[src/core/apcc_pkg.sv]
// Package: register map, field layout, timing and carrier types
// How it works
// RQ1: Bit 14 of analog word one shows the synchronised low-supply flag.
// RQ2: Bit 13 of analog word one shows the synchronised button level.
// RQ3: Button held over five seconds pulses system reset unless bit 12 set.
// RQ4: Bit 10 set divides the crystal clock by two with a phase toggle.
// RQ5: Software enables the RF VCO, bit 9, before high-speed USB use.
// RQ6: Bit 8 of analog word one drives the converter power enable.
// RQ7: Software sets all four audio power enables, bits 7 to 4, for stereo.
// RQ8: Gain code decodes 0 to 0 dB, 1 to -12 dB, 3 to -6 dB.
// RQ9: Lock check init pulse arms capture; flag stays set while VCO locked.
// RQ10: Software sets USB pad bias, bit 10, in high-speed mode.
// RQ11: Bit 9 of analog word three switches the 480 MHz clock driver.
// RQ12: Software sets USB transceiver enable, bit 8, whenever USB is used.
// RQ13: Software sweeps VCO centre trim bits 3:0 until lock flag is high.
// RQ14: Software keeps both VCO divider fields, bits 7:6 and 5:4, zero.
// RQ15: Bit 13 of analog word three enables the fine-tune modulator.
// RQ16: Software keeps the fractional coefficient within the VCO divider.
// RQ17: Voltage word holds analog 14:10, IO 9:5 and core 4:0 codes.
// RQ18: Codes and shutdown bits apply only on latch strobe bit 3 rising.
// RQ19: Control word bits 2, 1, 0 shut analog, IO, core regulators.
// RQ20: Software keeps control regulator off, bit 4, clear while in use.
// RQ21: Shadow copy of regulator settings updates only at the strobe edge.
// RQ22: Analog word one sits at index 0xFECB and resets to zero.
package apcc_pkg;

  // Register indices; the APB byte address is four times the index
  localparam logic [15:0] ANA_ONE_IDX   = 16'hFECB;
  localparam logic [15:0] REGU_CTRL_IDX = 16'hFECE;
  localparam logic [15:0] REGULATOR_VOLTAGE_IDX = 16'hFED0;
  localparam logic [15:0] ANA_THREE_IDX = 16'hFED3;
  localparam int unsigned APB_AW        = 18;
  localparam logic [17:0] ANA_ONE_ADDR   = {ANA_ONE_IDX, 2'h0};
  localparam logic [17:0] REGU_CTRL_ADDR = {REGU_CTRL_IDX, 2'h0};
  localparam logic [17:0] REGULATOR_VOLTAGE_ADDR = {REGULATOR_VOLTAGE_IDX, 2'h0};
  localparam logic [17:0] ANA_THREE_ADDR = {ANA_THREE_IDX, 2'h0};

  // Reset values and writable bit masks
  localparam logic [15:0] ANA_ONE_RST     = 16'h0000;
  localparam logic [15:0] ANA_THREE_RST   = 16'h0000;
  localparam logic [15:0] REGU_CTRL_RST   = 16'h0000;
  localparam logic [15:0] REGULATOR_VOLTAGE_RST   = 16'h0000;
  localparam logic [15:0] ANA_ONE_WMASK   = 16'h1FFF;
  localparam logic [15:0] ANA_THREE_WMASK = 16'h2FFF;
  localparam logic [15:0] REGU_CTRL_WMASK = 16'h001F;
  localparam logic [15:0] REGULATOR_VOLTAGE_WMASK = 16'h7FFF;

  // Analog word one fields
  localparam int unsigned SUPPLY_LOW_BIT  = 14;
  localparam int unsigned BUTTON_BIT      = 13;
  localparam int unsigned BTN_DIS_BIT     = 12;
  localparam int unsigned PRESCALE_BIT    = 10;
  localparam int unsigned RF_VCO_BIT      = 9;
  localparam int unsigned CONVERTER_BIT   = 8;
  localparam int unsigned LEFT_DRV_BIT    = 7;
  localparam int unsigned RIGHT_DRV_BIT   = 6;
  localparam int unsigned COMMON_BUF_BIT  = 5;
  localparam int unsigned AUDIO_CORE_BIT  = 4;
  localparam int unsigned RIGHT_GAIN_LSB  = 2;
  localparam int unsigned LEFT_GAIN_LSB   = 0;

  // Analog word three fields
  localparam int unsigned MODULATOR_BIT   = 13;
  localparam int unsigned LOCK_FLAG_BIT   = 12;
  localparam int unsigned LOCK_INIT_BIT   = 11;
  localparam int unsigned PAD_BIAS_BIT    = 10;
  localparam int unsigned HS_CLOCK_BIT    = 9;
  localparam int unsigned TRANSCEIVER_BIT = 8;
  localparam int unsigned CLK_DIV_LSB     = 6;
  localparam int unsigned VCO_DIV_LSB     = 4;
  localparam int unsigned TRIM_LSB        = 0;

  // Regulator fields
  localparam int unsigned ANALOG_CODE_LSB = 10;
  localparam int unsigned IO_CODE_LSB     = 5;
  localparam int unsigned CORE_CODE_LSB   = 0;
  localparam int unsigned CTRL_OFF_BIT    = 4;
  localparam int unsigned STROBE_BIT      = 3;
  localparam int unsigned ANALOG_OFF_BIT  = 2;
  localparam int unsigned IO_OFF_BIT      = 1;
  localparam int unsigned CORE_OFF_BIT    = 0;

  // Gain codes and attenuation in dB
  localparam logic [1:0] GAIN_0DB   = 2'h0;
  localparam logic [1:0] GAIN_M12DB = 2'h1;
  localparam logic [1:0] GAIN_BAD   = 2'h2;
  localparam logic [1:0] GAIN_M6DB  = 2'h3;
  localparam logic [3:0] ATTEN_0DB  = 4'h0;
  localparam logic [3:0] ATTEN_12DB = 4'hC;
  localparam logic [3:0] ATTEN_2DB  = 4'h2;
  localparam logic [3:0] ATTEN_6DB  = 4'h6;

  // Pin indices into the conditioned level vector
  localparam int unsigned PIN_BUTTON = 0;
  localparam int unsigned PIN_SUPPLY = 1;
  localparam int unsigned PIN_LOCK   = 2;

  // Long-press timing at the system clock rate
  localparam longint CLOCK_HZ          = 250_000_000;
  localparam longint LONG_PRESS_S      = 5;
  localparam longint LONG_PRESS_CYCLES = CLOCK_HZ * LONG_PRESS_S;

  // Long-press watcher states, Gray along the press path
  typedef enum logic [1:0] {
    PRESS_IDLE  = 2'h0,
    PRESS_COUNT = 2'h1,
    PRESS_FIRED = 2'h3
  } apcc_press_t;

  typedef struct packed {
    logic [17:0] paddr;
    logic        psel;
    logic        penable;
    logic        pwrite;
    logic [31:0] pwdata;
    logic [3:0]  pstrb;
  } apcc_apb_req_t;

  typedef struct packed {
    logic       long_press_reset_disable;
    logic       crystal_prescale;
    logic       prescale_phase;
    logic       rf_vco_enable;
    logic       converter_enable;
    logic       left_driver_power;
    logic       right_driver_power;
    logic       common_buffer_power;
    logic       audio_core_power;
    logic [1:0] right_gain_sel;
    logic [1:0] left_gain_sel;
    logic       fine_tune_modulator_enable;
    logic       rf_lock_check_init;
    logic       usb_pad_bias_enable;
    logic       hs_clock_driver_enable;
    logic       usb_transceiver_enable;
    logic [1:0] vco_clock_div_sel;
    logic [1:0] vco_div_sel;
    logic [3:0] vco_centre_trim;
    logic       control_regulator_off;
  } apcc_analog_t;

  typedef struct packed {
    logic [4:0] analog_supply_code;
    logic [4:0] io_supply_code;
    logic [4:0] core_supply_code;
    logic       analog_regulator_off;
    logic       io_regulator_off;
    logic       core_regulator_off;
  } apcc_regu_t;

endpackage

[src/core/apcc_pin_watch.sv]
// Pin synchronisers and power-button long-press reset watcher
`timescale 1ns/1ns
module apcc_pin_watch #(
  parameter int unsigned PINS         = 3,
  parameter logic [30:0] PRESS_CYCLES = 31'(apcc_pkg::LONG_PRESS_CYCLES)
) (
  // Clock and reset
  input  wire logic            i_clock,
  input  wire logic            i_resetn,
  // Raw pins and control
  input  wire logic [PINS-1:0] i_pins,
  input  wire logic            i_press_disable,
  // Conditioned levels and reset request
  output logic      [PINS-1:0] o_levels,
  output logic                 o_long_press
);

  logic [PINS-1:0]     sync_a;
  logic [PINS-1:0]     sync_b;
  logic [PINS-1:0]     sync_c;
  logic [30:0]         count;
  apcc_pkg::apcc_press_t state;
  logic                button;

  // Three stages per pin; a level counts once stages two and three agree
  for (genvar g = 0; g < PINS; g++) begin : g_sync
    always_ff @(posedge i_clock) begin
      if (!i_resetn) begin
        sync_a[g]   <= 1'b0;
        sync_b[g]   <= 1'b0;
        sync_c[g]   <= 1'b0;
        o_levels[g] <= 1'b0;
      end else begin
        sync_a[g] <= i_pins[g];
        sync_b[g] <= sync_a[g];
        sync_c[g] <= sync_b[g];
        if (sync_b[g] == sync_c[g]) begin
          o_levels[g] <= sync_c[g];
        end
      end
    end
  end

  assign button = o_levels[apcc_pkg::PIN_BUTTON];

  // Press timer; releasing the button always restarts it
  always_ff @(posedge i_clock) begin
    if (!i_resetn) begin
      state <= apcc_pkg::PRESS_IDLE;
      count <= 31'h00000000;
    end else begin
      case (state)
        apcc_pkg::PRESS_IDLE: begin
          count <= 31'h00000000;
          if (button) state <= apcc_pkg::PRESS_COUNT;
        end
        apcc_pkg::PRESS_COUNT: begin
          if (!button) state <= apcc_pkg::PRESS_IDLE;
          else if (count == PRESS_CYCLES) state <= apcc_pkg::PRESS_FIRED;
          else count <= count + 31'h00000001;
        end
        apcc_pkg::PRESS_FIRED: begin
          if (!button) state <= apcc_pkg::PRESS_IDLE;
        end
        default: state <= apcc_pkg::PRESS_IDLE;
      endcase
    end
  end

  // One pulse per press, strictly past the window; disable suppresses it
  always_ff @(posedge i_clock) begin
    if (!i_resetn) o_long_press <= 1'b0;
    else o_long_press <= (state == apcc_pkg::PRESS_COUNT) && button &&
                         (count == PRESS_CYCLES) && !i_press_disable; // RQ3
  end

endmodule // apcc_pin_watch

[src/core/apcc_ctrl.sv]
// Analog, power-button and regulator control registers on APB
`timescale 1ns/1ns
module apcc_ctrl #(
  // Long-press window in clock cycles; shorten for simulation
  parameter logic [30:0] PRESS_CYCLES = 31'(apcc_pkg::LONG_PRESS_CYCLES)
) (
  // Clock and reset
  input  wire logic                    i_clock,
  input  wire logic                    i_resetn,
  // APB slave
  input  wire apcc_pkg::apcc_apb_req_t i_apb,
  output logic                  [31:0] o_prdata,
  output logic                         o_pready,
  output logic                         o_pslverr,
  // Analog status pins
  input  wire logic                    i_button_pin,
  input  wire logic                    i_supply_low,
  input  wire logic                    i_rf_vco_locked,
  // Analog and regulator controls
  output apcc_pkg::apcc_analog_t       o_analog,
  output apcc_pkg::apcc_regu_t         o_regu,
  // Decoded gain
  output logic                   [3:0] o_left_atten_db,
  output logic                   [3:0] o_right_atten_db,
  output logic                         o_gain_distort,
  // System reset request
  output logic                         o_system_reset
);

  logic        setup;
  logic        access;
  logic        wr;
  logic        rd_a1;
  logic        hit_a1;
  logic        hit_a3;
  logic        hit_rc;
  logic        hit_rv;
  logic        hit;
  logic [15:0] ana1;
  logic [15:0] ana3;
  logic [15:0] regu_ctrl;
  logic [15:0] regulator_voltage;
  logic [15:0] next_ana1;
  logic [15:0] next_ana3;
  logic [15:0] next_ctrl;
  logic [15:0] next_volt;
  logic [15:0] rd_mux;
  logic [2:0]  pin_level;
  logic        init_q;
  logic        rf_lock_flag;
  logic        strobe_q;
  logic        latch;
  logic        phase;
  apcc_pkg::apcc_regu_t shadow;

  // Byte-lane merge of a write into a 16-bit register
  function automatic logic [15:0] merge(
    input logic [15:0] old,
    input logic [31:0] data,
    input logic [3:0]  strb,
    input logic [15:0] wmask
  );
    logic [15:0] mask;
    mask  = {{8{strb[1]}}, {8{strb[0]}}} & wmask;
    merge = (old & ~mask) | (data[15:0] & mask);
  endfunction

  // Gain code to attenuation in dB
  function automatic logic [3:0] atten(input logic [1:0] code);
    logic [3:0] db;
    db = apcc_pkg::ATTEN_0DB;
    case (code)
      apcc_pkg::GAIN_0DB:   db = apcc_pkg::ATTEN_0DB;
      apcc_pkg::GAIN_M12DB: db = apcc_pkg::ATTEN_12DB;
      apcc_pkg::GAIN_BAD:   db = apcc_pkg::ATTEN_2DB;
      apcc_pkg::GAIN_M6DB:  db = apcc_pkg::ATTEN_6DB;
      default:              db = apcc_pkg::ATTEN_0DB;
    endcase
    return db;
  endfunction

  // Pin conditioning and long-press reset
  apcc_pin_watch #(
    .PINS         (3),
    .PRESS_CYCLES (PRESS_CYCLES)
  ) u_pin_watch (
    .i_clock         (i_clock),
    .i_resetn        (i_resetn),
    .i_pins          ({i_rf_vco_locked, i_supply_low, i_button_pin}),
    .i_press_disable (ana1[apcc_pkg::BTN_DIS_BIT]),
    .o_levels        (pin_level),
    .o_long_press    (o_system_reset)
  );

  // APB phases; every access completes in its first access cycle
  assign setup    = i_apb.psel & ~i_apb.penable;
  assign access   = i_apb.psel & i_apb.penable;
  assign wr       = access & i_apb.pwrite;
  assign o_pready = access;

  // Address decode
  assign hit_a1 = i_apb.paddr == apcc_pkg::ANA_ONE_ADDR;
  assign hit_a3 = i_apb.paddr == apcc_pkg::ANA_THREE_ADDR;
  assign hit_rc = i_apb.paddr == apcc_pkg::REGU_CTRL_ADDR;
  assign hit_rv = i_apb.paddr == apcc_pkg::REGULATOR_VOLTAGE_ADDR;
  assign hit    = hit_a1 | hit_a3 | hit_rc | hit_rv;
  assign rd_a1  = setup & ~i_apb.pwrite & hit_a1;

  // Candidate write values, reserved and status bits masked off
  assign next_ana1 = merge(ana1, i_apb.pwdata, i_apb.pstrb,
                           apcc_pkg::ANA_ONE_WMASK);
  assign next_ana3 = merge(ana3, i_apb.pwdata, i_apb.pstrb,
                           apcc_pkg::ANA_THREE_WMASK);
  assign next_ctrl = merge(regu_ctrl, i_apb.pwdata, i_apb.pstrb,
                           apcc_pkg::REGU_CTRL_WMASK);
  assign next_volt = merge(regulator_voltage, i_apb.pwdata, i_apb.pstrb,
                           apcc_pkg::REGULATOR_VOLTAGE_WMASK);

  // Analog word one
  always_ff @(posedge i_clock) begin
    if (!i_resetn) ana1 <= apcc_pkg::ANA_ONE_RST; // RQ22
    else if (wr && hit_a1) ana1 <= next_ana1;
  end

  // Analog word three
  always_ff @(posedge i_clock) begin
    if (!i_resetn) ana3 <= apcc_pkg::ANA_THREE_RST;
    else if (wr && hit_a3) ana3 <= next_ana3;
  end

  // Regulator control and voltage words, as software last wrote them
  always_ff @(posedge i_clock) begin
    if (!i_resetn) begin
      regu_ctrl <= apcc_pkg::REGU_CTRL_RST;
      regulator_voltage <= apcc_pkg::REGULATOR_VOLTAGE_RST;
    end else if (wr) begin
      if (hit_rc) regu_ctrl <= next_ctrl;
      if (hit_rv) regulator_voltage <= next_volt;
    end
  end

  // Read data for the addressed word
  always_comb begin
    rd_mux = 16'h0000;
    if (hit_a1) begin
      rd_mux = ana1;
      rd_mux[apcc_pkg::SUPPLY_LOW_BIT] = pin_level[apcc_pkg::PIN_SUPPLY];
      rd_mux[apcc_pkg::BUTTON_BIT]     = pin_level[apcc_pkg::PIN_BUTTON];
    end else if (hit_a3) begin
      rd_mux = ana3;
      rd_mux[apcc_pkg::LOCK_FLAG_BIT] = rf_lock_flag; // RQ9
    end else if (hit_rc) begin
      rd_mux = regu_ctrl;
    end else if (hit_rv) begin
      rd_mux = regulator_voltage;
    end
  end

  // Read data and error are taken in the setup cycle so they come from
  // flip-flops without costing a wait state
  always_ff @(posedge i_clock) begin
    if (!i_resetn) begin
      o_prdata  <= 32'h00000000;
      o_pslverr <= 1'b0;
    end else if (setup) begin
      o_prdata  <= {16'h0000, rd_mux}; // RQ1 RQ2
      o_pslverr <= ~hit;
    end
  end

  // Lock check: init high arms, its fall captures the lock level, and
  // the flag drops as soon as lock is lost
  always_ff @(posedge i_clock) begin
    if (!i_resetn) begin
      init_q       <= 1'b0;
      rf_lock_flag <= 1'b0;
    end else begin
      init_q <= ana3[apcc_pkg::LOCK_INIT_BIT];
      if (ana3[apcc_pkg::LOCK_INIT_BIT]) rf_lock_flag <= 1'b0;
      else if (init_q) rf_lock_flag <= pin_level[apcc_pkg::PIN_LOCK]; // RQ9
      else rf_lock_flag <= rf_lock_flag & pin_level[apcc_pkg::PIN_LOCK];
    end
  end

  // Divide-by-two phase; clock gating is left to the clock cell
  always_ff @(posedge i_clock) begin
    if (!i_resetn || !ana1[apcc_pkg::PRESCALE_BIT]) phase <= 1'b0;
    else phase <= ~phase; // RQ4
  end

  // Gain decode, registered so the analog side sees clean levels
  always_ff @(posedge i_clock) begin
    if (!i_resetn) begin
      o_left_atten_db  <= apcc_pkg::ATTEN_0DB;
      o_right_atten_db <= apcc_pkg::ATTEN_0DB;
      o_gain_distort   <= 1'b0;
    end else begin
      o_left_atten_db  <= atten(ana1[apcc_pkg::LEFT_GAIN_LSB +: 2]); // RQ8
      o_right_atten_db <= atten(ana1[apcc_pkg::RIGHT_GAIN_LSB +: 2]);
      o_gain_distort   <=
        (ana1[apcc_pkg::LEFT_GAIN_LSB +: 2] == apcc_pkg::GAIN_BAD) ||
        (ana1[apcc_pkg::RIGHT_GAIN_LSB +: 2] == apcc_pkg::GAIN_BAD);
    end
  end

  // Strobe edge detector
  assign latch = regu_ctrl[apcc_pkg::STROBE_BIT] & ~strobe_q;

  always_ff @(posedge i_clock) begin
    if (!i_resetn) strobe_q <= 1'b0;
    else strobe_q <= regu_ctrl[apcc_pkg::STROBE_BIT];
  end

  // Shadow regulator settings; writes between strobes stay invisible
  always_ff @(posedge i_clock) begin
    if (!i_resetn) begin
      shadow <= '0;
    end else if (latch) begin // RQ18 RQ21
      shadow.analog_supply_code <=
        regulator_voltage[apcc_pkg::ANALOG_CODE_LSB +: 5]; // RQ17
      shadow.io_supply_code   <= regulator_voltage[apcc_pkg::IO_CODE_LSB +: 5];
      shadow.core_supply_code <= regulator_voltage[apcc_pkg::CORE_CODE_LSB +: 5];
      shadow.analog_regulator_off <=
        regu_ctrl[apcc_pkg::ANALOG_OFF_BIT]; // RQ19
      shadow.io_regulator_off   <= regu_ctrl[apcc_pkg::IO_OFF_BIT];
      shadow.core_regulator_off <= regu_ctrl[apcc_pkg::CORE_OFF_BIT];
    end
  end

  assign o_regu = shadow;

  // Analog control fields straight from the register flops
  always_comb begin
    o_analog = '0;
    o_analog.long_press_reset_disable = ana1[apcc_pkg::BTN_DIS_BIT];
    o_analog.crystal_prescale   = ana1[apcc_pkg::PRESCALE_BIT];
    o_analog.prescale_phase     = phase;
    o_analog.rf_vco_enable      = ana1[apcc_pkg::RF_VCO_BIT];
    o_analog.converter_enable   = ana1[apcc_pkg::CONVERTER_BIT]; // RQ6
    o_analog.left_driver_power  = ana1[apcc_pkg::LEFT_DRV_BIT];
    o_analog.right_driver_power = ana1[apcc_pkg::RIGHT_DRV_BIT];
    o_analog.common_buffer_power = ana1[apcc_pkg::COMMON_BUF_BIT];
    o_analog.audio_core_power   = ana1[apcc_pkg::AUDIO_CORE_BIT];
    o_analog.right_gain_sel     = ana1[apcc_pkg::RIGHT_GAIN_LSB +: 2];
    o_analog.left_gain_sel      = ana1[apcc_pkg::LEFT_GAIN_LSB +: 2];
    o_analog.fine_tune_modulator_enable =
      ana3[apcc_pkg::MODULATOR_BIT]; // RQ15
    o_analog.rf_lock_check_init = ana3[apcc_pkg::LOCK_INIT_BIT];
    o_analog.usb_pad_bias_enable = ana3[apcc_pkg::PAD_BIAS_BIT];
    o_analog.hs_clock_driver_enable = ana3[apcc_pkg::HS_CLOCK_BIT]; // RQ11
    o_analog.usb_transceiver_enable = ana3[apcc_pkg::TRANSCEIVER_BIT];
    o_analog.vco_clock_div_sel  = ana3[apcc_pkg::CLK_DIV_LSB +: 2];
    o_analog.vco_div_sel        = ana3[apcc_pkg::VCO_DIV_LSB +: 2];
    o_analog.vco_centre_trim    = ana3[apcc_pkg::TRIM_LSB +: 4];
    o_analog.control_regulator_off = regu_ctrl[apcc_pkg::CTRL_OFF_BIT];
  end
endmodule // apcc_ctrl

[config.mk]
export PLATFORM = sky130hd
export DESIGN_NAME = apcc_ctrl
export DESIGN_NICKNAME = d
export VERILOG_FILES = /design/src/core/apcc_pkg.sv /design/src/core/apcc_pin_watch.sv /design/src/core/apcc_ctrl.sv
export SDC_FILE = /design/constraint.sdc
export NUM_CORES = 1
export LEC_CHECK = 0
export ABC_AREA = 1
export BUFFER_PORTS_ARGS = -buffer_cell sky130_fd_sc_hd__buf_2
export CORE_AREA = 2 2 120 122
export CTS_CLUSTER_DIAMETER = 150
export DETAILED_ROUTE_END_ITERATION = 8
export DIE_AREA = 0 0 122 124
export PLACE_DENSITY = 0.84
export SETUP_SLACK_MARGIN = 0.02
export SLEW_MARGIN = 40
export SYNTH_ARGS = -nofsm -noshare
export SYNTH_HDL_FRONTEND = slang
export SYNTH_SLANG_ARGS = --single-unit
[constraint.sdc]
create_clock -name i_clock -period 1.67 [get_ports i_clock]
set_clock_uncertainty 0.15 [all_clocks]
set_input_delay 0.0835 -clock i_clock [delete_from_list [all_inputs] [get_ports i_clock]]
set_output_delay 0.0835 -clock i_clock [all_outputs]
set_load 0.02 [all_outputs]
; Word-level counts from Yosys, hierarchy flattened
; Index checks and enable logic that the tools add are counted.
[op_classes]
addsub = 1
n_eq_ne = 21
n_mux = 15
bitwise_logic = 29
n_reduce_logical = 19
[op_table]
columns = cell, count
row1 = $eq 18x18->1 const B, 4
row2 = $and 16x16->16, 4
row3 = $mux 16, 4
row4 = $or 16x16->16, 4
row5 = $mux 31, 2
row6 = $pmux 31 s2, 1
row7 = $pmux 4 s4, 2
row8 = $add 31x1->31 const B, 1
row9 = $eq 31x31->1 const B, 1
row10 = $and 16x13->16, 1
row11 = $and 16x14->16, 1
row12 = $and 16x15->16, 1
row13 = $and 16x5->16, 1
row14 = $not 13->16, 1
row15 = $not 14->16, 1
row16 = $not 15->16, 1
row17 = $not 5->16, 1
row18 = $eq 2x2->1 const B, 5
row19 = $mux 2, 4
row20 = $eq 2x1->1 const B, 3
row21 = $logic_not 2->1, 3
row22 = $pmux 2 s3, 1
row23 = $reduce_and 3->1, 2
row24 = $and 1x1->1, 5
row25 = 13 further kinds, 31
[word_totals]
reg_bits = 158
wordCells = 119

; Logic depth before layout (Yosys ltp)
; Gate-level depths: netlist (run 1).
[depth]
word_depth = 5
ltp_mapped = 14

; Hierarchy
; A second synthesis (run 1) with hierarchy kept.
[unflattened]
cells_unflattened = 1055
hier_area_um2 = 7046.8
[by_module_without_submodules]
columns = module, n_inst, cells_per_inst, area_per_inst_um2, seq_area_each_um2
row1 = apcc_ctrl, 1, 541, 4152.7, 1821.7
row2 = apcc_pin_watch, 1, 514, 2894.0, 920.9

; Least setup slack after synthesis (run 1)
; No wires, ideal clock.
[synth_timing]
kind = reg2reg
from = reg u_pin_watch.count[0]
to = reg u_pin_watch.count[14]
setup_time_ns = 0.113
t_arrival_ns = 1.534
required_time_ns = 1.407
setup_slack_ns = -0.126
path_stages_with_launch = 15
n_path_buf = 1
cell_sequence = dfxtp_1 -> inv_1 -> ha_1 -> nand2_1 -> nor3_1 -> nand2_1 -> nor2_1 -> nand2_1 -> nand2_1 -> nand2_1 -> buf_2 -> nand2_1 -> nand2_1 -> nand2_1 -> nor2_1
[synth_between]
elab_chain_len = 4
elab_cells_between_ends = 7
classes_between = add/sub: 1 / eq/ne: 2 / mux: 3 / reduce/logical: 1
[synth_lines]
columns = item, line
row1 = "start, declared", apcc_pin_watch.sv:21  ; logic [30:0] count;
row2 = "start signal, assigned", apcc_pin_watch.sv:60  ; else count <= count + 31'h00000001;
row3 = $add 31x1->31, apcc_pin_watch.sv:60
row4 = $mux 31, apcc_pin_watch.sv:59  ; else if (count == PRESS_CYCLES) state <= apcc_pkg::PRESS_FIRED;
row5 = $mux 31, apcc_pin_watch.sv:58  ; if (!button) state <= apcc_pkg::PRESS_IDLE;
row6 = $pmux 31 s2, apcc_pin_watch.sv:52  ; case (state)
; Several ways; a longest one is shown, not always the timed one. The select of a mux whose other input is x is not followed.
; A chain may end at the register's enable or synchronous reset.

; Final worst setup path (run 1)
[layout_timing]
from = reg u_pin_watch.count[1]
to = reg u_pin_watch.count[21]
; The elaborated chain is that of the path after synthesis.

==> results of run 1 <==
-- per-layer routing --
layer / track usage / vias up / part of all wire
met3: 0.06639 / 84 / 0.073
met2: 0.4972 / 344 / 0.50
met1: 0.3223 / 3242 / 0.39
met5: 0 / - / 0
met4: 0.1351 / 0 / 0.041
li1: - / 3481 / -
-- per-stage QoR --
stage,hold slack (ps),cells
after floorplan,31.13,1002
after global placement,113.0,1314
after detailed placement,120.2,1314
after CTS,19.54,1377
after global routing,54.28,1382
final,22.58,1382
-- layout by cell type (no fill, tap or decap), types with 14 or more instances in the layout --
cell type      synthesis  final
nor2_1               204    196
nand2_1              173    157
dfxtp_1              137    135
inv_1                130    128
buf_2                  6    112
buf_4                 35     84
o21ai_0               70     69
a21oi_1               55     49
nand3_1               52     49
a211oi_1              25     25
dlygate4sd3_1          0     22
conb_1                 1     19
clkbuf_16              0     17
nand4_1               14     14
-- synth_stat cells, drive strengths merged --
| cell type | n |
|---|---|
| dfxtp | 137 |
| nand2 | 175 |
| o22ai | 1 |
| maj3 | 1 |
| nor3 | 17 |
| nand3 | 55 |
| clkbuf | 25 |
| a211oi | 25 |
| o2111ai | 1 |
| ha | 2 |
| a21oi | 59 |
| nor4 | 2 |
| xnor2 | 5 |
| o221ai | 1 |
| nor2 | 210 |
| or2 | 1 |
| inv | 133 |
| o21ai | 73 |
| nand4 | 14 |
| buf | 42 |
| xor2 | 3 |
| a21o | 1 |
| conb | 1 |
-- how the worst max path moves through the flow --
| stage | end | slack [ps] | cells past startpoint |
|---|---|---|---|
| after floorplan | u_pin_watch.count[14] | -60 | 14 |
| after global placement | u_pin_watch.count[16] | -170 | 9 |
| after detailed placement | u_pin_watch.count[24] | -260 | 13 |
| after CTS | u_pin_watch.count[9] | -190 | 14 |
| after global routing | u_pin_watch.count[23] | -350 | 13 |
| final | u_pin_watch.count[21] | -200 | 12 |
-- worst max-delay path: cells and delay by family (launching register included) --
kind | cells | cell delay [ps]
AOI/OAI and AO/OA | 1 | 190
adders and majority gates | 1 | 130
buffers and inverters | 2 | 250
DFF | 1 | 330
and+or+nand+nor | 8 | 690
-- logic make-up (layout without fill, tap and decap cells) --
kind of cell,Yosys count,in the layout,synth area share
AND/OR/NAND/NOR,474,474,0.3000
XOR/XNOR,8,8,0.01052
AO/OA/AOI/OAI,161,161,0.1371
buffers and inverters,200,400,0.1349
other,1,19,0.0005629
flip-flops,137,137,0.4117
adder cells (fa/ha/maj),3,3,0.005259
-- cell type report --
cell class,instances,area (um2),area share
Clock buffer,20,466.7,0.05155
Clock inverter,12,126.4,0.01396
Inverter,133,499.2,0.05515
Multi-Input combinational cell,665,3312,0.3659
Sequential cell,137,2745,0.3032
Tap cell,180,225.2,0.02488
Timing Repair Buffer,235,1678,0.1853
-- power by group --
group          leakage, nW  switching [W]  internal (W)  total, W
Clock                0.287        0.00156       0.00221   0.00377
Sequential            1.11     0.00000492       0.00328   0.00328
Combinational         2.72       0.000209      0.000115  0.000324
Total                 4.11        0.00178       0.00560   0.00738
-- what timing repair did --
item,4_1_cts,5_1_grt
gates resized for setup,45,20
gates cloned,1,0
pin swaps,10,12
setup buffers,9,9
endpoints found under the setup margin,31,34
hold endpoints to repair,56,0
hold buffers,23,0
==> run summary, run 1 <==
vias -> 7151
Mapped Area -> 6661 um2
Slowest-stage cell, CP -> dfxtp_2
final worst slack -> -196.8 ps
hold violation count in the final report -> 0
Slew HR -> 0.5595
Post-DP Area -> 7868 um2
initial antenna violation count -> 0
max-cap violation count -> 0
Setup crit start -> u_pin_watch.count[1]
Critical Path Sink Type -> register
P_leak -> 4.110 nW
Worst Max-Slew Pin Slew -> 658.3 ps
R2R cell count -> 12
Netlist cell types -> 36
dpl hpwl -> 13630 um
first-pass GRT wire length -> 33480 um
CTS root buf -> clkbuf_16
Slew Limit Fails -> 0
f_max -> 535.7 MHz
WL final -> 20690 um
drc violations -> 0
Tot GR Track Use -> 0.2821
CP max stage delay -> 330 ps
#FFs+latches synth -> 137
Gate Count Post-Synth -> 984
Layout area overhead -> 35.89%
die area -> 15130 um2
Power Density -> 814.9 nW/um2
setup violators final -> 31
setup TNS -> -5313 ps
share of the synthesized area in the top cell type -> 0.4117
drt via density -> 5.174
leading area contributor after synthesis -> dfxtp_1
DRT iter0 DRCs -> 516
Final Cycle Share -> 1.118
port bufs -> 112
clock buffer depth -> 2
Routability Congestion -> 0.9361
fillers -> 1108
vias in the first global route -> 7100
largest net degree at the start of global routing -> 64
antenna viol nets, final -> 0
Nets -> 1253
CP Class -> reg2reg
Min-Delay Path Class -> in2reg
run status -> finished with violations
TritonCTS buffer count -> 17
hold depth -> 5
worst vdd ir -> 767.1 uV
clk_lat worst skew -> 430 ps
Die Ht -> 124 um
total iterations of the first detailed-routing run -> 7
CP most frequent cell -> nor2_1
failing checks -> setup timing
H-tree levels -> 4
core area -> 13720 um2
clock sink total -> 137
worst path arrival time -> 2020 ps
Die Span X -> 122 um
RSZ-0062 raised after global routing -> yes
num rows -> 43
Reg clk slew, reported paths -> 70 ps
Yosys warning count -> 0
FF-to-FF Start -> u_pin_watch.count[1]
Final Cell Area -> 9052 um2
share of cells above drive strength 1 -> 0.2612
RR Endpoint -> u_pin_watch.count[21]
fin crit period -> 1867 ps
Area contributors post-synth -> dfxtp_1, nor2_1, nand2_1
starting density of the core -> 0.4855
startpoint types -> register
global route overflow -> 0
R2R setup slack -> -200 ps
ANT cells -> 0
# IOs -> 151
Worst Path Required -> 1820 ps
routed len/inst -> 14.97 um
Power, Total -> 0.007376 W
post-layout util -> 0.6598
CP Max Fanout -> 12
Avg Cell Area, Syn -> 6.770 um2
min-delay src -> i_apb[0]
sequential area share after synthesis -> 0.4117
CTS tree -> built
cells along the critical path -> inv_2 > ha_4 > nand2_2 > nor3_2 > nand2_1 > nor2_2 > nand2_2 > a21oi_4 > buf_6 > nor2_1 > nor2_1 > nor2_1
pre-CTS setup slack -> -261.8 ps
No activity file was read; power rests on OpenSTA's default activity.
==> run 2: changes to the inputs <==
--- a/config.mk
+++ b/config.mk
@@ -7,11 +7,11 @@
 export LEC_CHECK = 0
 export ABC_AREA = 1
 export BUFFER_PORTS_ARGS = -buffer_cell sky130_fd_sc_hd__buf_2
-export CORE_AREA = 2 2 120 122
+export CORE_AREA = 2 2 110 112
 export CTS_CLUSTER_DIAMETER = 150
 export DETAILED_ROUTE_END_ITERATION = 8
-export DIE_AREA = 0 0 122 124
-export PLACE_DENSITY = 0.84
+export DIE_AREA = 0 0 112 114
+export PLACE_DENSITY = 0.93
 export SETUP_SLACK_MARGIN = 0.02
 export SLEW_MARGIN = 40
 export SYNTH_ARGS = -nofsm -noshare
==> constraint.sdc (replaced) <==
create_clock -name i_clock -period 2.4 [get_ports i_clock]
set_clock_uncertainty 0.15 [all_clocks]
set_input_delay 0.12 -clock i_clock [delete_from_list [all_inputs] [get_ports i_clock]]
set_output_delay 0.12 -clock i_clock [all_outputs]
set_load 0.02 [all_outputs]
==> run summary, run 2 (synthesized netlist as in run 1, its figures left out) <==
run status -> finished clean (was finished with violations)
hold violation count in the final report -> 0 (unchanged)
antenna viol nets, final -> 0 (unchanged)
R2R setup slack -> 270 ps (was -200 ps)
CP most frequent cell -> nand2_1 (was nor2_1)
Clock power frac -> 0.506 (was 0.511)
DRT iter0 DRCs -> 565 (was 516)
FF-to-FF Start -> u_pin_watch.count[0] (was u_pin_watch.count[1])
Final Cycle Share -> 0.8870 (was 1.118)
commonest non-fill, non-tap cells in the layout -> nor2_1, nand2_1, dfxtp_1, inv_1, buf_2 (unchanged)
die area -> 12770 um2 (was 15130 um2)
Slowest-stage cell, CP -> dfxtp_1 (was dfxtp_2)
Layout area overhead -> 19.31% (was 35.89%)
Int Pwr -> 0.003831 W (was 0.005601 W)
Power Density -> 635.6 nW/um2 (was 814.9 nW/um2)
starting density of the core -> 0.5688 (was 0.4855)
initial antenna violation count -> 0 (unchanged)
Sw Pwr -> 0.001220 W (was 0.001775 W)
Flop pwr share -> 0.453 (was 0.445)
Comb pwr share -> 0.041 (was 0.044)
Worst Max-Slew Pin Slew -> 638.2 ps (was 658.3 ps)
port bufs -> 112 (unchanged)
clk_lat worst skew -> 430 ps (about the same)
clock buffer depth -> 2 (unchanged)
startpoint types -> register (unchanged)
Die Span X -> 112 um (was 122 um)
Slew Limit Fails -> 0 (unchanged)
share of cells above drive strength 1 -> 0.1622 (was 0.2612)
drc violations -> 0 (unchanged)
Min-Delay Path Class -> in2reg (unchanged)
Die Ht -> 114 um (was 124 um)
most common cell after layout, fill and taps aside -> nor2_1 (unchanged)
CP Max Fanout -> 31 (was 12)
Setup Buffers After CTS -> 0 (was 9)
vias in the first global route -> 6417 (was 7100)
RSZ-0062 raised after global routing -> no (was yes)
dpl hpwl -> 12080 um (was 13630 um)
total iterations of the first detailed-routing run -> 5 (was 7)
critical path depth in cells -> 14 (was 12)
CTS root buf -> clkbuf_16 (unchanged)
largest net degree at the start of global routing -> 62 (was 64)
Setup crit start -> u_pin_watch.count[0] (was u_pin_watch.count[1])
num rows -> 40 (was 43)
setup TNS -> 0 ps (was -5313 ps)
Worst Path Required -> 2570 ps (was 1820 ps)
# IOs -> 151 (unchanged)
P_leak -> 3.557 nW (was 4.110 nW)
worst vdd ir -> 758.6 uV (was 767.1 uV)
sw frac -> 0.2415 (was 0.2407)
Slew HR -> 0.5731 (was 0.5595)
CTS tree -> built (unchanged)
Reg clk slew, reported paths -> 70 ps (about the same)
fillers -> 945 (was 1108)
Post-DP Area -> 7177 um2 (was 7868 um2)
CP Class -> reg2reg (unchanged)
fin crit period -> 2129 ps (was 1867 ps)
hold_ws -> 47.53 ps (was 22.58 ps)
setup violators final -> 0 (was 31)
Critical Path Sink Type -> register (unchanged)
routed len/inst -> 14.85 um (was 14.97 um)
WL final -> 18660 um (was 20690 um)
f_max -> 469.8 MHz (was 535.7 MHz)
worst path bufs/invs -> 2 (unchanged)
core area -> 11710 um2 (was 13720 um2)
cells along the critical path -> inv_1 > ha_1 > nand2_1 > nor3_1 > nand2_1 > nor2_1 > nand2_1 > nand2_1 > nand2_1 > buf_6 > nand2_1 > nand2_1 > nand2_1 > nor2_1 (was inv_2 > ha_4 > nand2_2 > nor3_2 > nand2_1 > nor2_2 > nand2_2 > a21oi_4 > buf_6 > nor2_1 > nor2_1 > nor2_1)
Routability Congestion -> 0.9632 (was 0.9361)
clock sink total -> 137 (unchanged)
first-pass GRT wire length -> 30090 um (was 33480 um)
RR Endpoint -> u_pin_watch.count[7] (was u_pin_watch.count[21])
R2R cell count -> 14 (was 12)
worst path arrival time -> 2300 ps (was 2020 ps)
CP max stage delay -> 340 ps (was 330 ps)
Final Cell Area -> 7948 um2 (was 9052 um2)
CP Capture Point -> u_pin_watch.count[7] (was u_pin_watch.count[21])
TritonCTS buffer count -> 17 (unchanged)
Nets -> 1161 (was 1253)
Tot GR Track Use -> 0.2948 (was 0.2821)
hold depth -> 4 (was 5)
vias -> 6785 (was 7151)
global route overflow -> 0 (unchanged)
H-tree levels -> 4 (unchanged)
ANT cells -> 0 (unchanged)
max-cap violation count -> 0 (unchanged)
cell family with most CP delay -> simple AND/OR/NAND/NOR gates (unchanged)
drt via density -> 5.398 (was 5.174)
-- run 2: cell count changes in the layout (fill, tap and decap cells not counted), moves of 3 or more --
cell,before,now
buf_4,84,10
nand2_1,157,173
nand2_2,12,2
nor2_1,196,204
a21oi_1,49,55
a21oi_2,9,3
buf_12,7,1
buf_6,7,1
nand2_4,5,0
nor2_2,8,4
nor2_4,6,2
dlygate4sd3_1,22,19
nand3_1,49,52
-- run 2: per-stage QoR --
stage / std cells / worst slack [ps] / utilization / total power, W
3_5_place_dp: 1206 / 241.5 / 0.6128 / 0.002512
5_1_grt: 1257 / 79.67 / 0.6786 / 0.005181
2_1_floorplan: 1002 / 603.7 / - / 0.002465
6_report: 1257 / 271.2 / 0.6786 / 0.005051
3_3_place_gp: 1206 / 312.1 / 0.6128 / 0.002509
4_1_cts: 1257 / 201.6 / 0.6783 / 0.005049
-- run 2: area by class of cell --
class                      count  area [um2]  share of cell area
clock buffer                  19       442.9             0.05573
clock inverter                13       133.9             0.01685
inverter                     133       499.2             0.06281
multi-input combinational    665        3088              0.3885
sequential                   137        2743              0.3451
tap                          147       183.9             0.02314
timing repair buffer         143       857.1              0.1078
-- run 2: repair_timing --
item | CTS | global route
hold buffers | 19 | 0
hold endpoints to repair | 52 | 0
gates resized for setup | 0 | 1
setup endpoints to repair | 0 | 1
-- run 2: how the worst min path moves through the flow --
stage / end / slack, ps / startpoint
after floorplan: u_pin_watch.sync_a[0] / 70 / i_button_pin
after global placement: u_pin_watch.sync_a[1] / 150 / i_supply_low
after detailed placement: u_pin_watch.sync_a[1] / 160 / i_supply_low
after CTS: register / 40 / i_apb[0]
after global routing: register / 70 / i_apb[0]
final: register / 50 / i_apb[0]
-- run 2: tightest hold or removal path, cell delays in order --
cell and delay, ps:
buf_2 100, nand3_2 190, nor3_1 90, nor2_1 90
-- run 2: metal layers --
| metal | track usage | wire length (um) |
|---|---|---|
| met1 | 0.3534 | 7292 |
| met2 | 0.4990 | 9095 |
| met3 | 0.06536 | 1651 |
| met4 | 0.1545 | 622 |
| met5 | 0 | 0 |
-- run 2: power groups by stage --
stage,logic [W],registers (W),clock network (W)
2_1_floorplan,0.000127,0.00234,0
3_3_place_gp,0.000174,0.00234,0
3_5_place_dp,0.000176,0.00234,0
4_1_cts,0.000201,0.00229,0.00256
5_1_grt,0.000227,0.00229,0.00267
6_report,0.000209,0.00229,0.00256
==> run 3: changes to the inputs <==
--- a/config.mk
+++ b/config.mk
@@ -12,6 +12,7 @@
 export DETAILED_ROUTE_END_ITERATION = 8
 export DIE_AREA = 0 0 112 114
 export PLACE_DENSITY = 0.93
+export RECOVER_POWER = 50
 export SETUP_SLACK_MARGIN = 0.02
 export SLEW_MARGIN = 40
 export SYNTH_ARGS = -nofsm -noshare
==> constraint.sdc (replaced) <==
create_clock -name i_clock -period 2.7 [get_ports i_clock]
set_clock_uncertainty 0.15 [all_clocks]
set_input_delay 0.135 -clock i_clock [delete_from_list [all_inputs] [get_ports i_clock]]
set_output_delay 0.135 -clock i_clock [all_outputs]
set_load 0.02 [all_outputs]
==> run summary, run 3 (synthesized netlist as in run 1, its figures left out) <==
Critical Path Sink Type -> register (unchanged)
Final Non-Filler Cells -> 1256 (was 1257)
Routability Congestion -> 0.9299 (was 0.9632)
Die Ht -> 114 um (unchanged)
vias in the first global route -> 6431 (was 6417)
hold_ws -> 67.93 ps (was 47.53 ps)
drc violations -> 0 (unchanged)
Final Cycle Share -> 0.8119 (was 0.8870)
fillers -> 1010 (was 945)
P_leak -> 3.241 nW (was 3.557 nW)
CTS tree -> built (unchanged)
met3 wire len -> 1404 um (was 1651 um)
Reg clk slew, reported paths -> 60 ps (was 70 ps)
fin crit period -> 2192 ps (was 2129 ps)
commonest non-fill, non-tap cells in the layout -> nor2_1, nand2_1, dfxtp_1, inv_1 (was nor2_1, nand2_1, dfxtp_1, inv_1, buf_2)
DR top layer -> met4 (unchanged)
WL final -> 18070 um (was 18660 um)
RSZ-0062 raised after global routing -> no (unchanged)
min-delay src -> i_apb[36] (was i_apb[0])
clock buffer depth -> 2 (unchanged)
DRT iter0 DRCs -> 479 (was 565)
CTS root buf -> clkbuf_16 (unchanged)
cells along the critical path -> inv_1 > ha_1 > nand2_1 > nor3_1 > nand2_1 > nor2_1 > nand2_1 > a21oi_4 > buf_4 > nor2_1 > nor2_1 > nor2_1 (was inv_1 > ha_1 > nand2_1 > nor3_1 > nand2_1 > nor2_1 > nand2_1 > nand2_1 > nand2_1 > buf_6 > nand2_1 > nand2_1 > nand2_1 > nor2_1)
routed wl met2 -> 8903 um (was 9095 um)
Min-Delay Path Class -> in2reg (unchanged)
port bufs -> 112 (unchanged)
Post-DP Area -> 7157 um2 (was 7177 um2)
max-cap violation count -> 0 (unchanged)
Layout area overhead -> 17.28% (was 19.31%)
worst path bufs/invs -> 2 (unchanged)
startpoint types -> register (unchanged)
Worst Max-Slew Pin Slew -> 1097 ps (was 638.2 ps)
initial antenna violation count -> 0 (unchanged)
Final Cell Area -> 7812 um2 (was 7948 um2)
Register Area -> 2743 um2 (unchanged)
Worst Path Required -> 2840 ps (was 2570 ps)
setup violators final -> 0 (unchanged)
Power Density -> 560.2 nW/um2 (was 635.6 nW/um2)
R2R setup slack -> 510 ps (was 270 ps)
first-pass GRT wire length -> 29440 um (was 30090 um)
hold violation count in the final report -> 0 (unchanged)
Slowest-stage cell, CP -> dfxtp_1 (unchanged)
H-tree levels -> 4 (unchanged)
ANT cells -> 0 (unchanged)
largest net degree at the start of global routing -> 62 (unchanged)
core area -> 11710 um2 (unchanged)
global route overflow -> 0 (unchanged)
CP max stage delay -> 340 ps (about the same)
CP Class -> reg2reg (unchanged)
Slew Limit Fails -> 0 (unchanged)
CP most frequent cell -> nor2_1 (was nand2_1)
num rows -> 40 (unchanged)
routed len/inst -> 14.39 um (was 14.85 um)
multi-input logic area -> 3085 um2 (was 3088 um2)
R2R cell count -> 12 (was 14)
cell count after placement -> 1205 (was 1206)
clk_lat worst skew -> 420 ps (was 430 ps)
worst path arrival time -> 2330 ps (was 2300 ps)
CP Max Fanout -> 24 (was 31)
drt via density -> 5.391 (was 5.398)
TritonCTS buffer count -> 17 (unchanged)
total iterations of the first detailed-routing run -> 5 (unchanged)
worst vdd ir -> 594.6 uV (was 758.6 uV)
Nets -> 1160 (was 1161)
cell family with most CP delay -> simple AND/OR/NAND/NOR gates (unchanged)
Die Span X -> 112 um (unchanged)
setup TNS -> 0 ps (unchanged)
RR Endpoint -> u_pin_watch.count[29] (was u_pin_watch.count[7])
clock sink total -> 137 (unchanged)
die area -> 12770 um2 (unchanged)
share of cells above drive strength 1 -> 0.09739 (was 0.1622)
# IOs -> 151 (unchanged)
antenna viol nets, final -> 0 (unchanged)
most common cell after layout, fill and taps aside -> nor2_1 (unchanged)
hold depth -> 4 (unchanged)
starting density of the core -> 0.5688 (unchanged)
dpl hpwl -> 12150 um (was 12080 um)
Slew HR -> 0.2685 (was 0.5731)
Tot GR Track Use -> 0.2851 (was 0.2948)
vias -> 6771 (was 6785)
f_max -> 456.2 MHz (was 469.8 MHz)
run status -> finished clean (unchanged)
FF-to-FF Start -> u_pin_watch.count[0] (unchanged)
M1 WL -> 7304 um (was 7292 um)
run 3: cell types whose count changed in the layout (fill, tap and decap cells not counted), moves of 2 or more:
cell	before	now
clkbuf_1	1	70
inv_6	4	2
clkinv_2	1	4
buf_2	112	42
clkbuf_8	1	3
run 3: layout make-up:
type | count | share of cell area
Multi-Input combinational cell | 665 | 0.3949
Sequential cell | 137 | 0.3511
Timing Repair Buffer | 142 | 0.09513
Inverter | 133 | 0.06390
Clock buffer | 20 | 0.05974
Tap cell | 147 | 0.02354
Clock inverter | 12 | 0.01169
run 3: worst register-to-register path, stage by stage, from the launching register on:
cell and delay (ps):
dfxtp_1 340, inv_1 110, ha_1 170, nand2_1 50
nor3_1 130, nand2_1 80, nor2_1 170, nand2_1 160
a21oi_4 140, buf_4 300, nor2_1 120, nor2_1 100
nor2_1 40
run 3: how the worst max path moves through the flow:
stage | start | to | slack (ps) | cells after the start
floorplan | u_pin_watch.count[0] | u_pin_watch.count[14] | 900 | 14
global placement | u_pin_watch.count[0] | u_pin_watch.count[19] | 640 | 12
detailed placement | u_pin_watch.count[0] | u_pin_watch.count[20] | 580 | 12
CTS | u_pin_watch.count[0] | u_pin_watch.count[29] | 540 | 12
global route | u_pin_watch.count[0] | u_pin_watch.count[14] | 320 | 14
finish | u_pin_watch.count[0] | u_pin_watch.count[29] | 510 | 12
run 3: timing repair:
action                                 4_1_cts  5_1_grt
endpoints found under the hold margin       55        0
hold buffers                                19        0
buffers inserted                             0        0
gates resized for setup                      0        0
run 3: stage by stage:
| step | setup WS (ps) | total power [W] | utilization |
|---|---|---|---|
| 3_3_place_gp | 643.3 | 0.002229 | 0.6111 |
| 5_1_grt | 321.4 | 0.004497 | 0.6671 |
| 6_report | 507.8 | 0.004376 | 0.6671 |
| 2_1_floorplan | 903.7 | 0.002191 | - |
| 3_5_place_dp | 577.4 | 0.002232 | 0.6111 |
| 4_1_cts | 535.5 | 0.004380 | 0.6750 |
run 3: power breakdown:
part | internal [W] | switching (W)
Combinational | 0.0000596 | 0.000123
Sequential | 0.00203 | 0.00000308
Clock | 0.00126 | 0.000907
Total | 0.00334 | 0.00103
run 3: metal layers:
layer | GRT usage | vias to the layer above
met5 | 0 | -
met4 | 0.1236 | 0
met3 | 0.07651 | 54
met2 | 0.4917 | 293
met1 | 0.3364 | 3137
li1 | - | 3287
